`src/common/pllr_pkg.sv`:
```
`default_nettype none
package pllr_pkg;
	// serial port framing
	localparam logic [7:0] CHIP_ADDR = 8'h9E;
	localparam logic [7:0] REG_RESET = 8'h00;
	// register addresses on the port
	localparam logic [6:0] ADR_DEV_CTRL = 7'h02;
	localparam logic [6:0] ADR_DEV_CFG1 = 7'h03;
	localparam logic [6:0] ADR_GLOB_CFG = 7'h05;
	localparam logic [6:0] ADR_RATIO_B3 = 7'h06;
	localparam logic [6:0] ADR_RATIO_B2 = 7'h07;
	localparam logic [6:0] ADR_RATIO_B1 = 7'h08;
	localparam logic [6:0] ADR_RATIO_B0 = 7'h09;
	localparam logic [6:0] ADR_FUNC_CFG1 = 7'h16;
	localparam logic [6:0] ADR_FUNC_CFG2 = 7'h17;
	// storage slots
	localparam int NSLOTS = 9;
	localparam logic [3:0] SLOT_CTRL = 4'h0;
	localparam logic [3:0] SLOT_CFG1 = 4'h1;
	localparam logic [3:0] SLOT_GLOB = 4'h2;
	localparam logic [3:0] SLOT_R3 = 4'h3;
	localparam logic [3:0] SLOT_R2 = 4'h4;
	localparam logic [3:0] SLOT_R1 = 4'h5;
	localparam logic [3:0] SLOT_R0 = 4'h6;
	localparam logic [3:0] SLOT_F1 = 4'h7;
	localparam logic [3:0] SLOT_F2 = 4'h8;
	localparam logic [3:0] SLOT_NONE = 4'hF;
	// field positions
	localparam int CTRL_MAIN_DIS = 0;
	localparam int CTRL_AUX_DIS = 1;
	localparam int CFG1_EN = 0;
	localparam int CFG1_SRC_LO = 1;
	localparam int CFG1_RMOD_LO = 5;
	localparam int GLOB_EN = 0;
	localparam int GLOB_FREEZE = 3;
	localparam int F1_EN = 4;
	localparam int F1_LOCK_CFG = 6;
	localparam int F1_SKIP = 7;
	localparam int F2_LF = 3;
	localparam int F2_UNL = 4;
	// aux source codes
	localparam logic [1:0] AUX_SYNTH_A = 2'b00;
	localparam logic [1:0] AUX_CLKIN = 2'b01;
	localparam logic [1:0] AUX_SYNTH_B = 2'b10;
	localparam logic [1:0] AUX_LOCK = 2'b11;
	// effective ratio: unsigned 24.24
	localparam int EFF_W = 48;
	// timing
	localparam int REF_PERIOD_PS = 5000;
	localparam int LOCK_HOLD_NS = 100;
	localparam logic [7:0] LOCK_HOLD_CYCLES =
		8'((LOCK_HOLD_NS * 1000 + REF_PERIOD_PS - 1) / REF_PERIOD_PS);
	localparam logic [3:0] STRAP_CYCLES = 4'h8;
	localparam int unsigned GAP_CYCLES_DEFAULT = 8388608;
	localparam logic UNLOCK_RESET = 1'b1;
	typedef enum logic [4:0] {
		PS_IDLE = 5'b00001,
		PS_ADDR = 5'b00010,
		PS_PTR = 5'b00100,
		PS_DATA = 5'b01000,
		PS_SKIP = 5'b10000
	} pllr_port_state_t;
endpackage
`default_nettype wire

```
`src/hw/pllr_ctrl.sv`:
```
`timescale 1ns/100ps
`default_nettype none
module pllr_ctrl #(
	parameter int unsigned GAP_CYCLES = pllr_pkg::GAP_CYCLES_DEFAULT
) (
	input wire logic REF_CLK,
	input wire logic RESET,
	input wire logic SYNTH_CLK,
	input wire logic CLK_IN,
	input wire logic LOOP_LOCKED,
	input wire logic REF_DISCONT,
	input wire logic PORT_BIT_CLOCK,
	input wire logic PORT_SERIAL_INPUT,
	input wire logic ADDRESS_OR_SELECT_PIN,
	output logic CLK_OUT_O,
	output logic CLK_OUT_OE,
	output logic AUX_OUT_O,
	output logic AUX_OUT_OE,
	output logic UNLOCKED,
	output logic SPI_MODE,
	output logic TWO_WIRE_ADDR,
	output logic [pllr_pkg::EFF_W-1:0] EFFECTIVE_RATIO
);
	import pllr_pkg::*;

	if (GAP_CYCLES < 16 || GAP_CYCLES > 16777215) begin : g_bad_gap
		$error("GAP_CYCLES out of range");
	end

	function automatic logic [3:0] slot_of(input logic [6:0] a);
		unique case (a)
			ADR_DEV_CTRL: slot_of = SLOT_CTRL;
			ADR_DEV_CFG1: slot_of = SLOT_CFG1;
			ADR_GLOB_CFG: slot_of = SLOT_GLOB;
			ADR_RATIO_B3: slot_of = SLOT_R3;
			ADR_RATIO_B2: slot_of = SLOT_R2;
			ADR_RATIO_B1: slot_of = SLOT_R1;
			ADR_RATIO_B0: slot_of = SLOT_R0;
			ADR_FUNC_CFG1: slot_of = SLOT_F1;
			ADR_FUNC_CFG2: slot_of = SLOT_F2;
			default: slot_of = SLOT_NONE;
		endcase
	endfunction

	// two-flop synchronisers for every outside input except RESET
	logic [6:0] raw, s1_q, s2_q;
	assign raw = {REF_DISCONT, LOOP_LOCKED, ADDRESS_OR_SELECT_PIN, PORT_SERIAL_INPUT,
		PORT_BIT_CLOCK, CLK_IN, SYNTH_CLK};
	always_ff @(posedge REF_CLK) begin
		if (RESET) begin
			s1_q <= '0;
			s2_q <= '0;
		end else begin
			s1_q <= raw;
			s2_q <= s1_q;
		end
	end
	wire synth_s = s2_q[0];
	wire clkin_s = s2_q[1];
	wire bclk_s = s2_q[2];
	wire sdi_s = s2_q[3];
	wire sel_s = s2_q[4];
	wire locked_s = s2_q[5];
	wire ref_disc_s = s2_q[6];

	// mode strap and serial mode detection
	logic [3:0] strap_cnt_q;
	logic sel_prev_q, spi_q, addr_bit_q, bclk_prev_q;
	wire strap_done = (strap_cnt_q == STRAP_CYCLES);
	always_ff @(posedge REF_CLK) begin
		if (RESET) begin
			strap_cnt_q <= 4'h0;
			sel_prev_q <= 1'b0;
			spi_q <= 1'b0;
			addr_bit_q <= 1'b0;
			bclk_prev_q <= 1'b0;
		end else begin
			sel_prev_q <= sel_s;
			bclk_prev_q <= bclk_s;
			if (!strap_done) begin
				strap_cnt_q <= strap_cnt_q + 4'h1;
				addr_bit_q <= sel_s;
			end
			if (strap_done && sel_prev_q && !sel_s) begin
				spi_q <= 1'b1;
			end
		end
	end

	// serial byte receiver, write only
	pllr_port_state_t st_q, st_d;
	logic [7:0] sh_q;
	logic [2:0] bit_cnt_q;
	logic [6:0] ptr_q;
	logic step_q;
	wire frame = spi_q & ~sel_s;
	wire bit_rise = frame & bclk_s & ~bclk_prev_q;
	wire [7:0] sh_next = {sh_q[6:0], sdi_s};
	wire byte_done = bit_rise & (bit_cnt_q == 3'd7);
	wire wr_pulse = byte_done & (st_q == PS_DATA);
	wire [3:0] wr_slot = slot_of(ptr_q);

	always_comb begin
		st_d = st_q;
		unique case (st_q)
			PS_IDLE: if (frame) st_d = PS_ADDR;
			PS_ADDR: if (byte_done) st_d = (sh_next == CHIP_ADDR) ? PS_PTR : PS_SKIP;
			PS_PTR: if (byte_done) st_d = PS_DATA;
			PS_DATA: st_d = PS_DATA;
			PS_SKIP: st_d = PS_SKIP;
			default: st_d = PS_IDLE;
		endcase
		if (!frame) st_d = PS_IDLE;
	end

	always_ff @(posedge REF_CLK) begin
		if (RESET) begin
			st_q <= PS_IDLE;
			sh_q <= 8'h00;
			bit_cnt_q <= 3'd0;
			ptr_q <= 7'h00;
			step_q <= 1'b0;
		end else begin
			st_q <= st_d;
			if (!frame) begin
				bit_cnt_q <= 3'd0;
			end else if (bit_rise) begin
				sh_q <= sh_next;
				bit_cnt_q <= bit_cnt_q + 3'd1;
			end
			if (byte_done && st_q == PS_PTR) begin
				ptr_q <= sh_next[6:0];
				step_q <= sh_next[7];
			end else if (wr_pulse) begin
				ptr_q <= ptr_q + {6'h00, step_q};
			end
		end
	end

	// shadow registers and applied copies; freeze holds the applied set
	logic [7:0] sh_reg_q [NSLOTS];
	logic [7:0] ap_q [NSLOTS];
	wire freeze = sh_reg_q[SLOT_GLOB][GLOB_FREEZE];
	for (genvar i = 0; i < NSLOTS; i++) begin : g_reg
		always_ff @(posedge REF_CLK) begin
			if (RESET) begin
				sh_reg_q[i] <= REG_RESET;
				ap_q[i] <= REG_RESET;
			end else begin
				if (wr_pulse && wr_slot == 4'(i)) sh_reg_q[i] <= sh_next;
				if (!freeze) ap_q[i] <= sh_reg_q[i];
			end
		end
	end

	wire main_dis = ap_q[SLOT_CTRL][CTRL_MAIN_DIS];
	wire aux_dis = ap_q[SLOT_CTRL][CTRL_AUX_DIS];
	wire [1:0] aux_src = ap_q[SLOT_CFG1][CFG1_SRC_LO +: 2];
	wire [2:0] rmod = ap_q[SLOT_CFG1][CFG1_RMOD_LO +: 3];
	wire lock_cfg = ap_q[SLOT_F1][F1_LOCK_CFG];
	wire skip_en = ap_q[SLOT_F1][F1_SKIP];
	wire lf_fmt = ap_q[SLOT_F2][F2_LF];
	wire unl_en = ap_q[SLOT_F2][F2_UNL];
	wire cfg_en_all = ap_q[SLOT_CFG1][CFG1_EN] & ap_q[SLOT_GLOB][GLOB_EN]
		& ap_q[SLOT_F1][F1_EN];
	wire [31:0] rud = {ap_q[SLOT_R3], ap_q[SLOT_R2], ap_q[SLOT_R1], ap_q[SLOT_R0]};
	wire [35:0] key_ap = {lf_fmt, rmod, rud};

	// effective ratio as unsigned 24.24
	wire [EFF_W-1:0] eff_base = lf_fmt ? {12'h000, rud, 4'h0} : {4'h0, rud, 12'h000};
	wire [EFF_W-1:0] eff_d = rmod[2] ? (eff_base >> ({1'b0, rmod[1:0]} + 3'd1))
		: (eff_base << rmod[1:0]);

	logic [35:0] key_prev_q;
	logic live_q;
	logic [EFF_W-1:0] eff_q;
	wire ratio_chg = (key_ap != key_prev_q);
	always_ff @(posedge REF_CLK) begin
		if (RESET) begin
			key_prev_q <= '0;
			live_q <= 1'b0;
			eff_q <= '0;
		end else begin
			key_prev_q <= key_ap;
			live_q <= cfg_en_all & (rud != 32'h0000_0000);
			eff_q <= eff_d;
		end
	end

	// reference input clock monitor
	localparam logic [23:0] LIM = 24'(GAP_CYCLES - 1);
	localparam logic [23:0] LIM_M1 = 24'(GAP_CYCLES - 2);
	logic clkin_prev_q, per_ok_q, base_ok_q, unlocked_q;
	logic [23:0] per_q, last_q, base_q;
	wire clkin_rise = clkin_s & ~clkin_prev_q;
	wire per_valid = per_ok_q & (per_q != LIM);
	wire gap_hit = ~clkin_rise & (per_q == LIM_M1);
	wire [27:0] per28 = {4'h0, per_q};
	wire [27:0] base28 = {4'h0, base_q};
	wire [27:0] base10 = base28 * 28'd10;
	wire drift = (per28 * 28'd13 < base10) | (per28 * 28'd7 > base10);
	wire [23:0] diff = (per_q > last_q) ? per_q - last_q : last_q - per_q;
	wire stepped = diff > {3'b000, last_q[23:3]};
	wire clkin_fault = (gap_hit & ~skip_en)
		| (clkin_rise & per_valid & base_ok_q & (drift | stepped));
	always_ff @(posedge REF_CLK) begin
		if (RESET) begin
			clkin_prev_q <= 1'b0;
			per_ok_q <= 1'b0;
			base_ok_q <= 1'b0;
			per_q <= 24'h00_0000;
			last_q <= 24'h00_0000;
			base_q <= 24'h00_0000;
		end else begin
			clkin_prev_q <= clkin_s;
			if (clkin_rise) begin
				per_q <= 24'h00_0000;
				per_ok_q <= 1'b1;
				if (per_valid) last_q <= per_q;
				if (per_valid && !unlocked_q && !base_ok_q) begin
					base_q <= per_q;
					base_ok_q <= 1'b1;
				end
			end else if (per_q != LIM) begin
				per_q <= per_q + 24'h00_0001;
			end
			if (unlocked_q) base_ok_q <= 1'b0;
		end
	end

	// lock state: any cause sets, a held lock report clears, set wins
	logic [7:0] hold_q;
	wire unl_set = ratio_chg | ref_disc_s | clkin_fault;
	wire unl_clear = unlocked_q & locked_s & (hold_q == LOCK_HOLD_CYCLES);
	always_ff @(posedge REF_CLK) begin
		if (RESET) begin
			unlocked_q <= UNLOCK_RESET;
			hold_q <= 8'h00;
		end else begin
			if (unl_set || !locked_s || !unlocked_q) hold_q <= 8'h00;
			else if (hold_q != LOCK_HOLD_CYCLES) hold_q <= hold_q + 8'h01;
			if (unl_set) unlocked_q <= 1'b1;
			else if (unl_clear) unlocked_q <= 1'b0;
		end
	end

	// output gating, enables move only while the synthesized clock is low, except aux_oe_q when the aux source is not a synthesized clock
	logic main_run_q, main_oe_q, aux_run_q, aux_oe_q, clk_out_q, aux_out_q;
	wire boundary = ~synth_s;
	wire run_want = live_q & (~unlocked_q | unl_en);
	wire aux_is_clk = ~aux_src[0];
	wire lock_od = (aux_src == AUX_LOCK) & lock_cfg;
	wire aux_oe_d = ~live_q | (lock_od ? (~aux_dis & unlocked_q) : ~aux_dis);
	logic aux_out_d;
	always_comb begin
		unique case (aux_src)
			AUX_SYNTH_A, AUX_SYNTH_B: aux_out_d = synth_s & aux_run_q;
			AUX_CLKIN: aux_out_d = clkin_s;
			default: aux_out_d = ~lock_cfg & ~unlocked_q;
		endcase
		if (!live_q) aux_out_d = 1'b0;
	end
	always_ff @(posedge REF_CLK) begin
		if (RESET) begin
			main_run_q <= 1'b0;
			main_oe_q <= 1'b1;
			aux_run_q <= 1'b0;
			aux_oe_q <= 1'b1;
			clk_out_q <= 1'b0;
			aux_out_q <= 1'b0;
		end else begin
			if (boundary) begin
				main_run_q <= ~main_dis & run_want;
				main_oe_q <= ~main_dis | ~live_q;
				aux_run_q <= ~aux_dis & run_want;
			end
			if (boundary || !aux_is_clk) aux_oe_q <= aux_oe_d;
			clk_out_q <= synth_s & main_run_q & live_q;
			aux_out_q <= aux_out_d;
		end
	end

	assign CLK_OUT_O = clk_out_q;
	assign CLK_OUT_OE = main_oe_q;
	assign AUX_OUT_O = aux_out_q;
	assign AUX_OUT_OE = aux_oe_q;
	assign UNLOCKED = unlocked_q;
	assign SPI_MODE = spi_q;
	assign TWO_WIRE_ADDR = addr_bit_q;
	assign EFFECTIVE_RATIO = eff_q;
endmodule
`default_nettype wire

```
`config.mk`:
```
export PLATFORM = sky130hd
export DESIGN_NAME = pllr_ctrl
export DESIGN_NICKNAME = d
export VERILOG_FILES = /design/src/common/pllr_pkg.sv /design/src/hw/pllr_ctrl.sv
export SDC_FILE = /design/constraint.sdc
export NUM_CORES = 1
export LEC_CHECK = 0
export ABC_CLOCK_PERIOD_IN_PS = 5100
export BUFFER_PORTS_ARGS = -buffer_cell sky130_fd_sc_hd__buf_2
export CAP_MARGIN = 15
export CORE_AREA = 3 3 201 203
export CTS_CLUSTER_DIAMETER = 40
export CTS_CLUSTER_SIZE = 14
export DETAILED_ROUTE_END_ITERATION = 7
export DIE_AREA = 0 0 204 206
export GPL_ROUTABILITY_DRIVEN = 0
export PLACE_DENSITY = 0.77
export SYNTH_ARGS = -nofsm -noshare
export SYNTH_HDL_FRONTEND = slang
export SYNTH_SLANG_ARGS = --single-unit
```
`constraint.sdc`:
```
create_clock -name REF_CLK -period 5.1 [get_ports REF_CLK]
set_clock_uncertainty 0.15 [all_clocks]
set_input_delay 0.255 -clock REF_CLK [delete_from_list [all_inputs] [get_ports REF_CLK]]
set_output_delay 0.255 -clock REF_CLK [all_outputs]
set_load 0.01 [all_outputs]
```
==> results of run 1 <==
## cell usage after synthesis (11+ instances only)
cell	instances	area share
a211oi_1	50	0.017
a21o_1	47	0.016
a21oi_1	258	0.058
a311oi_1	12	0.0047
a31oi_1	14	0.0039
and2_1	109	0.030
and3_1	23	0.0064
buf_2	12	0.0027
clkbuf_1	77	0.013
dfxtp_1	223	0.20
edfxtp_1	93	0.12
fa_1	46	0.041
ha_1	258	0.14
inv_1	115	0.019
mux2i_1	38	0.017
nand2_1	311	0.052
nand2b_1	18	0.0050
nand3_1	46	0.010
nand4_1	41	0.011
nor2_1	190	0.032
nor2b_1	76	0.021
nor3_1	36	0.0081
nor3b_1	11	0.0037
nor4_1	15	0.0042
o211ai_1	16	0.0054
o21a_1	15	0.0050
o21ai_0	94	0.021
o21bai_1	17	0.0057
or3_1	12	0.0034
xnor2_1	115	0.045
xor2_1	42	0.016
## what timing repair did
action                     in CTS  in global routing
resized for setup              70                 57
hold buffers                    7                  0
buffers inserted               17                 12
gates cloned                    0                  0
pin swaps                      59                 68
hold endpoints to repair        7                  0
setup endpoints to repair       9                  9
## metal layers
| metal | track usage | wire, um |
|---|---|---|
| met3 | 0.0556 | 5160 |
| met1 | 0.375 | 26000 |
| met4 | 0.112 | 2380 |
| met5 | 0 | 0 |
| met2 | 0.488 | 30200 |
## cell families after synthesis
| kind of cell | count (synthesis) |
|---|---|
| compound gates | 599 |
| xor+xnor | 157 |
| fa+ha+maj | 304 |
| buf+inv | 224 |
| flops | 316 |
| mux | 41 |
| other cells | 1 |
| simple gates | 927 |
## sequential cells by signal, indices dropped and copies added, names as in the netlist, 5 cells and up, named ones only
register and flops:
st_q 5, last_q 24, s2_q 7, per_q 24, ptr_q 7, base_q 24
EFFECTIVE_RATIO 47, s1_q 7, hold_q 8, sh_q 7, sh_reg_q 47, key_prev_q 36
ap_q 46
## where the power goes
part	switching, mW	internal [mW]
clock network	1.28	1.92
registers	0.0860	2.70
logic	0.641	0.457
total	2.01	5.08
## critical path, stage by stage (launching register included)
cell and delay (ns):
dfxtp_4 0.39, buf_6 0.13, fa_1 0.60, ha_4 0.23, a211oi_4 0.28, o211ai_1 0.19
a311oi_2 0.35, o21ai_1 0.14, a221oi_1 0.28, buf_4 0.18, o21bai_4 0.06, or3_4 0.42
a31oi_4 0.18, o21bai_1 0.13, xor2_1 0.19, ha_1 0.31, nand4_1 0.16, nor4_4 0.31
a32oi_1 0.16, nand2_1 0.10, a21oi_2 0.04, o21ai_2 0.07, nand4bb_1 0.14, buf_6 0.17
a21oi_2 0.10
## layout make-up
cell class / instances / area, um^2 / share of cell area
clock buffer: 48 / 1130 / 0.0414
clock inverter: 32 / 449 / 0.0165
inverter: 116 / 438 / 0.0161
multi-input combinational: 2029 / 14900 / 0.546
sequential: 316 / 7290 / 0.268
tap: 518 / 648 / 0.0238
timing repair buffer: 330 / 2410 / 0.0884
## per-stage QoR
| step | instances | setup WS (ns) | power (mW) | TNS (ns) | area (um^2) |
|---|---|---|---|---|---|
| floorplan | 2569 | 0.0293 | 3.49 | 0 | 22400 |
| global placement | 3272 | -0.403 | 3.78 | -2.81 | 24700 |
| detailed placement | 3272 | -0.508 | 3.81 | -3.81 | 24700 |
| finish | 3389 | -0.422 | 7.09 | -3.53 | 27200 |
| global route | 3389 | -0.579 | 7.34 | -4.91 | 27200 |
| CTS | 3376 | -0.262 | 7.06 | -1.99 | 26800 |
## path summary, 6_finish.rpt
check                                end  slack, ns  cells past startpoint
hold / removal       step_q$_SDFFE_PP0P_       0.06                      2
setup reg to reg  hold_q[7]$_SDFFE_PP0N_      -0.42                     24
hold reg to reg       s2_q[0]$_SDFF_PP0_       0.29                      1
setup / recovery  hold_q[7]$_SDFFE_PP0N_      -0.42                     24
==> flow_summary_export.csv, run 1 <==
group,metric,value,unit
setup_path,cp-startpoint,"per_q[2]$_SDFFE_PP0N_",
cells_and_area,postLayoutCoreUtil,0.705,
grt,grt_pass1_wl,101,mm
place,io_buffers,62,
cells_and_area,diodes,0,
detailed_routing,drtPass1Iterations,5,
synth,synth_top_family_by_area,"simple AND/OR/NAND/NOR gates",
detailed_routing,num_vias,20600,
floorplanning,die_y,206,um
setup_path,cp-start-kind,"flip-flop",
setup_path,crit_path_max_fanout,8,
clocking,clk_latency,0.57,ns
floorplanning,ios,64,
power_and_ir_drop,leakagePower,12.2,nW
cells_and_area,final_nets,3149,
synth,synth_edf_count,93,
clocking,cts_buffers,43,
cells_and_area,mostFrequentLayoutCell,"nand2_1",
sta,slew_viol_final,0,
synth,postSynth.asyncResetShare,0,
hold_path,hold_class,"in2reg",
cells_and_area,layout_common_cells,"nand2_1, buf_4, a21oi_1, ha_1, dfxtp_1",
synth,synth-compound-area-share,0.166,
grt,grt_use_total,0.291,
floorplanning,core,38600,um^2
grt,grt-ovfl-total,0,
cells_and_area,fill_cells,2707,
sta,final_hold_viol_count,0,
setup_path,crit_arrival,5.87,ns
power_and_ir_drop,peakVddDrop,0.292,mV
synth,syn_area_per_cell,8.71,um^2
clocking,cts_sinks,316,
place,dp_hpwl,45.1,mm
grt,antenna_found_initial,1,
synth,synth_fa_ha_area_frac,0.185,
synth,synthMuxAreaShare,0.0185,
sta,maxSlewHeadroom,0.243,
clocking,cts-root-buf,"clkbuf_16",
synth,ys_seq_elements,316,
outcome,status,"finished, violations left",
synth,synth_fp_nets,2882,
clocking,clkTransAtPathRegs,0.06,ns
setup_path,endpoint_kind,"flip-flop",
sta,fmax,181,MHz
floorplanning,fp.dieW,204,um
grt,grt_pass1_vias,20300,
sta,timing.hold.ws,0.0557,ns
sta,final-setup-viol-count,9,
synth,yosys.area_share.simple,0.204,
power_and_ir_drop,power.density,260,nW/um^2
sta,layout_min_cycle_time,5.52,ns
clocking,cts_tree,"done",
detailed_routing,wl_per_cell,18.8,um
detailed_routing,wl,63.8,mm
floorplanning,initial_core_util,0.579,
synth,synth_cells,2569,
clocking,htreeDepth,2,
detailed_routing,postRouteAntennaNets,0,
floorplanning,die_area,42000,um^2
synth,synth_area,22400,um^2
sta,tightest_slew,1.12,ns
sta,fin_crit_sh,1.08,
sta,setup_ws,-0.422,ns
setup_path,crit_type,"reg2reg",
sta,rsz0062_at_grt,"yes",
detailed_routing,via_per_inst,6.07,
floorplanning,placementRows,72,
grt,grt_max_degree,108,
detailed_routing,drc,0,
synth,ys_seq_area_frac,0.324,
outcome,violations,"negative setup slack",
synth,synth_xor_area_frac,0.0615,
cells_and_area,drive_above_1_share,0.187,
cells_and_area,area_delta_synth_final,21.7,%
hold_path,hold_path_startpoint,"RESET",
flow_run,cap_viol_max_count,0,
synth,yosys_most_used_dff,"dfxtp_1",
detailed_routing,drt-initial-drc-count,2067,
synth,synthDistinctLibCells,81,
setup_path,r2r-start,"per_q[2]$_SDFFE_PP0N_",
clocking,ctsLongestPathBuffers,3,
setup_path,cp.required,5.45,ns
synth,yosysWarnings,0,
No activity file was read; power rests on OpenSTA's default activity.
==> run 2: changes to the inputs <==
- ABC_AREA: not set -> 1
- CORE_AREA: 3 3 201 203 -> 3 3 203 205
- DIE_AREA: 0 0 204 206 -> 0 0 206 208
- SLEW_MARGIN: not set -> 20
==> flow_summary_export.csv, run 2 <==
group,metric,value,unit
place,io_buffers,62,
synth,synth.cells.most_frequent,"nand2_1, inv_1, nor2_1",
power_and_ir_drop,leakagePower,12.5,nW
sta,final_hold_viol_count,0,
setup_path,crit_arrival,5.19,ns
floorplanning,die_y,208,um
clocking,cts-root-buf,"clkbuf_16",
clocking,cts_buffers,46,
floorplanning,fp.dieW,206,um
setup_path,critPathSlowestCell,"dfxtp_1",
synth,yosysMostFrequentCell,"nand2_1",
detailed_routing,num_vias,21400,
sta,tightest_slew,1.00,ns
power_and_ir_drop,power.density,280,nW/um^2
clocking,ctsLongestPathBuffers,3,
synth,yosysWarnings,0,
flow_run,cap_viol_max_count,0,
clocking,clkTransAtPathRegs,0.06,ns
sta,maxSlewHeadroom,0.329,
synth,yosysTopAreaCellShare,0.195,
clocking,clk_latency,0.58,ns
synth,yosysTopAreaCell,"dfxtp_1",
synth,postSynth.asyncResetShare,0,
cells_and_area,drive_above_1_share,0.0769,
cells_and_area,postLayoutCoreUtil,0.645,
cells_and_area,post-route-cell-area,25600,um^2
place,dp_hpwl,45.0,mm
sta,slew_viol_final,0,
grt,grt_pass1_wl,97.9,mm
setup_path,crit_type,"reg2reg",
setup_path,endpoint_kind,"flip-flop",
sta,fin_crit_sh,0.951,
cells_and_area,diodes,0,
floorplanning,core,39600,um^2
sta,layout_min_cycle_time,4.85,ns
synth,syn_area_per_cell,7.37,um^2
place,dpl-instance-area,23800,um^2
grt,antenna_found_initial,0,
sta,timing.hold.ws,0.249,ns
setup_path,max_stage_delay,0.52,ns
sta,final-setup-viol-count,0,
hold_path,hold_class,"reg2reg",
synth,synthDistinctLibCells,58,
power_and_ir_drop,peakVddDrop,0.280,mV
detailed_routing,drt-initial-drc-count,2342,
setup_path,cp-start-kind,"flip-flop",
setup_path,crit_chain,"ha_1 > fa_1 > ha_1 > nand2_1 > nor2_1 > nand2_1 > o211ai_1 > a31oi_2 > o21ai_1 > a21oi_1 > or2_2 > nand2_1 > ha_1 > nand2_1 > o21ai_0 > a21oi_1 > o21a_1 > nand2_1 > nand2_1 > inv_1 > nand3_1 > nand2_2 > nand3_4 > nor2_1",
cells_and_area,mostFrequentLayoutCell,"nand2_1",
synth,yosys_most_used_dff,"dfxtp_1",
cells_and_area,final_nets,3502,
detailed_routing,wl_per_cell,15.9,um
synth,synth_cells,3107,
hold_path,hold_path_startpoint,"s1_q[6]$_SDFF_PP0_",
place,place_ws,0.136,ns
synth,ys_seq_elements,316,
synth,synth_area,22900,um^2
floorplanning,placementRows,73,
hold_path,hold_depth,2,
detailed_routing,drc,0,
synth,ys_seq_area_frac,0.317,
cells_and_area,layout_common_cells,"nand2_1, inv_1, nor2_1, ha_1, a21oi_1",
setup_path,cp.required,5.44,ns
floorplanning,ios,64,
outcome,status,"finished clean",
detailed_routing,wl,59.8,mm
grt,grt_use_total,0.274,
detailed_routing,postRouteAntennaNets,0,
sta,fmax,206,MHz
sta,setup_ws,0.251,ns
clocking,htreeDepth,2,
synth,synth_fp_nets,3420,
detailed_routing,via_per_inst,5.71,
detailed_routing,drtPass1Iterations,8,
grt,grt_pass1_vias,20500,
cells_and_area,fill_cells,3307,
clocking,cts_tree,"done",
floorplanning,die_area,42800,um^2
clocking,cts_sinks,316,
floorplanning,initial_core_util,0.578,
power_and_ir_drop,power,7.17,mW
cells_and_area,area_delta_synth_final,11.7,%
setup_path,r2r-start,"per_q[7]$_SDFFE_PP0N_",
grt,grt-ovfl-total,0,
setup_path,crit_path_max_fanout,8,
setup_path,cp-startpoint,"per_q[7]$_SDFFE_PP0N_",
synth,synth.area.top_cells,"dfxtp_1, ha_1, edfxtp_1",
synth,synth_edf_count,93,
grt,grt_max_degree,57,
setup_path,path_common_cell,"nand2_1",
setup_path,reg2regPathDepth,24,
==> run 2: stage by stage <==
step           cells  setup TNS (ns)
2_1_floorplan   3107               0
5_1_grt         3751        -0.00928
6_report        3751               0
3_5_place_dp    3653               0
4_1_cts         3747               0
3_3_place_gp    3653               0
==> run 2: logic make-up after synthesis <==
logic type / count (synthesis) / share of synthesized area
adders and majority gates: 304 / 0.181
other: 1 / 0.000164
DFF: 316 / 0.317
buffers and inverters: 501 / 0.0831
and+or+nand+nor: 1311 / 0.239
muxes: 2 / 0.000874
AOI/OAI and AO/OA: 562 / 0.137
xor gates and xnor gates: 110 / 0.0421
==> run 2: timing repair <==
| item | 4_1_cts | 5_1_grt |
|---|---|---|
| endpoints found under the hold margin | 27 | 0 |
| setup endpoints to repair | 0 | 9 |
| hold buffers | 9 | 0 |
| gates resized for setup | 0 | 18 |
| buffers inserted | 0 | 3 |
==> run 2: worst max-delay path, delay by kind of cell, from the launching register on <==
kind            cells  cell delay (ns)
simple gates       12             1.57
compound gates      7             1.09
fa+ha+maj           4             1.30
buf+inv             1             0.15
flops               1             0.52
==> run 2: path summary, 6_finish.rpt <==
kind / endpoint / slack [ns]
max: hold_q[2]$_SDFFE_PP0N_ / 0.25
min: s2_q[6]$_SDFF_PP0_ / 0.25
max reg2reg: hold_q[2]$_SDFFE_PP0N_ / 0.25
min reg2reg: s2_q[6]$_SDFF_PP0_ / 0.25
==> run 2: where the power goes <==
part / switching (mW) / leakage [nW] / internal, mW
registers: 0.0671 / 2.76 / 2.70
clock network: 1.31 / 0.775 / 1.83
logic: 0.820 / 8.98 / 0.435
==> run 2: area by class of cell <==
class                   count  area, um^2  share of cell area
multi-input cells        2291       13800               0.540
flip-flops and latches    316        7260               0.284
inverters                 426        1600              0.0626
clock buffers              55        1250              0.0489
repair buffers            108         678              0.0265
well taps                 525         657              0.0257
clock inverters            30         325              0.0127
==> run 2: metal layers <==
| layer | vias up | GRT usage | part of all wire |
|---|---|---|---|
| met5 | - | 0 | 0 |
| met4 | 0 | 0.0925 | 0.036 |
| li1 | 10400 | - | - |
| met2 | 983 | 0.440 | 0.45 |
| met3 | 197 | 0.0402 | 0.080 |
| met1 | 9828 | 0.380 | 0.44 |
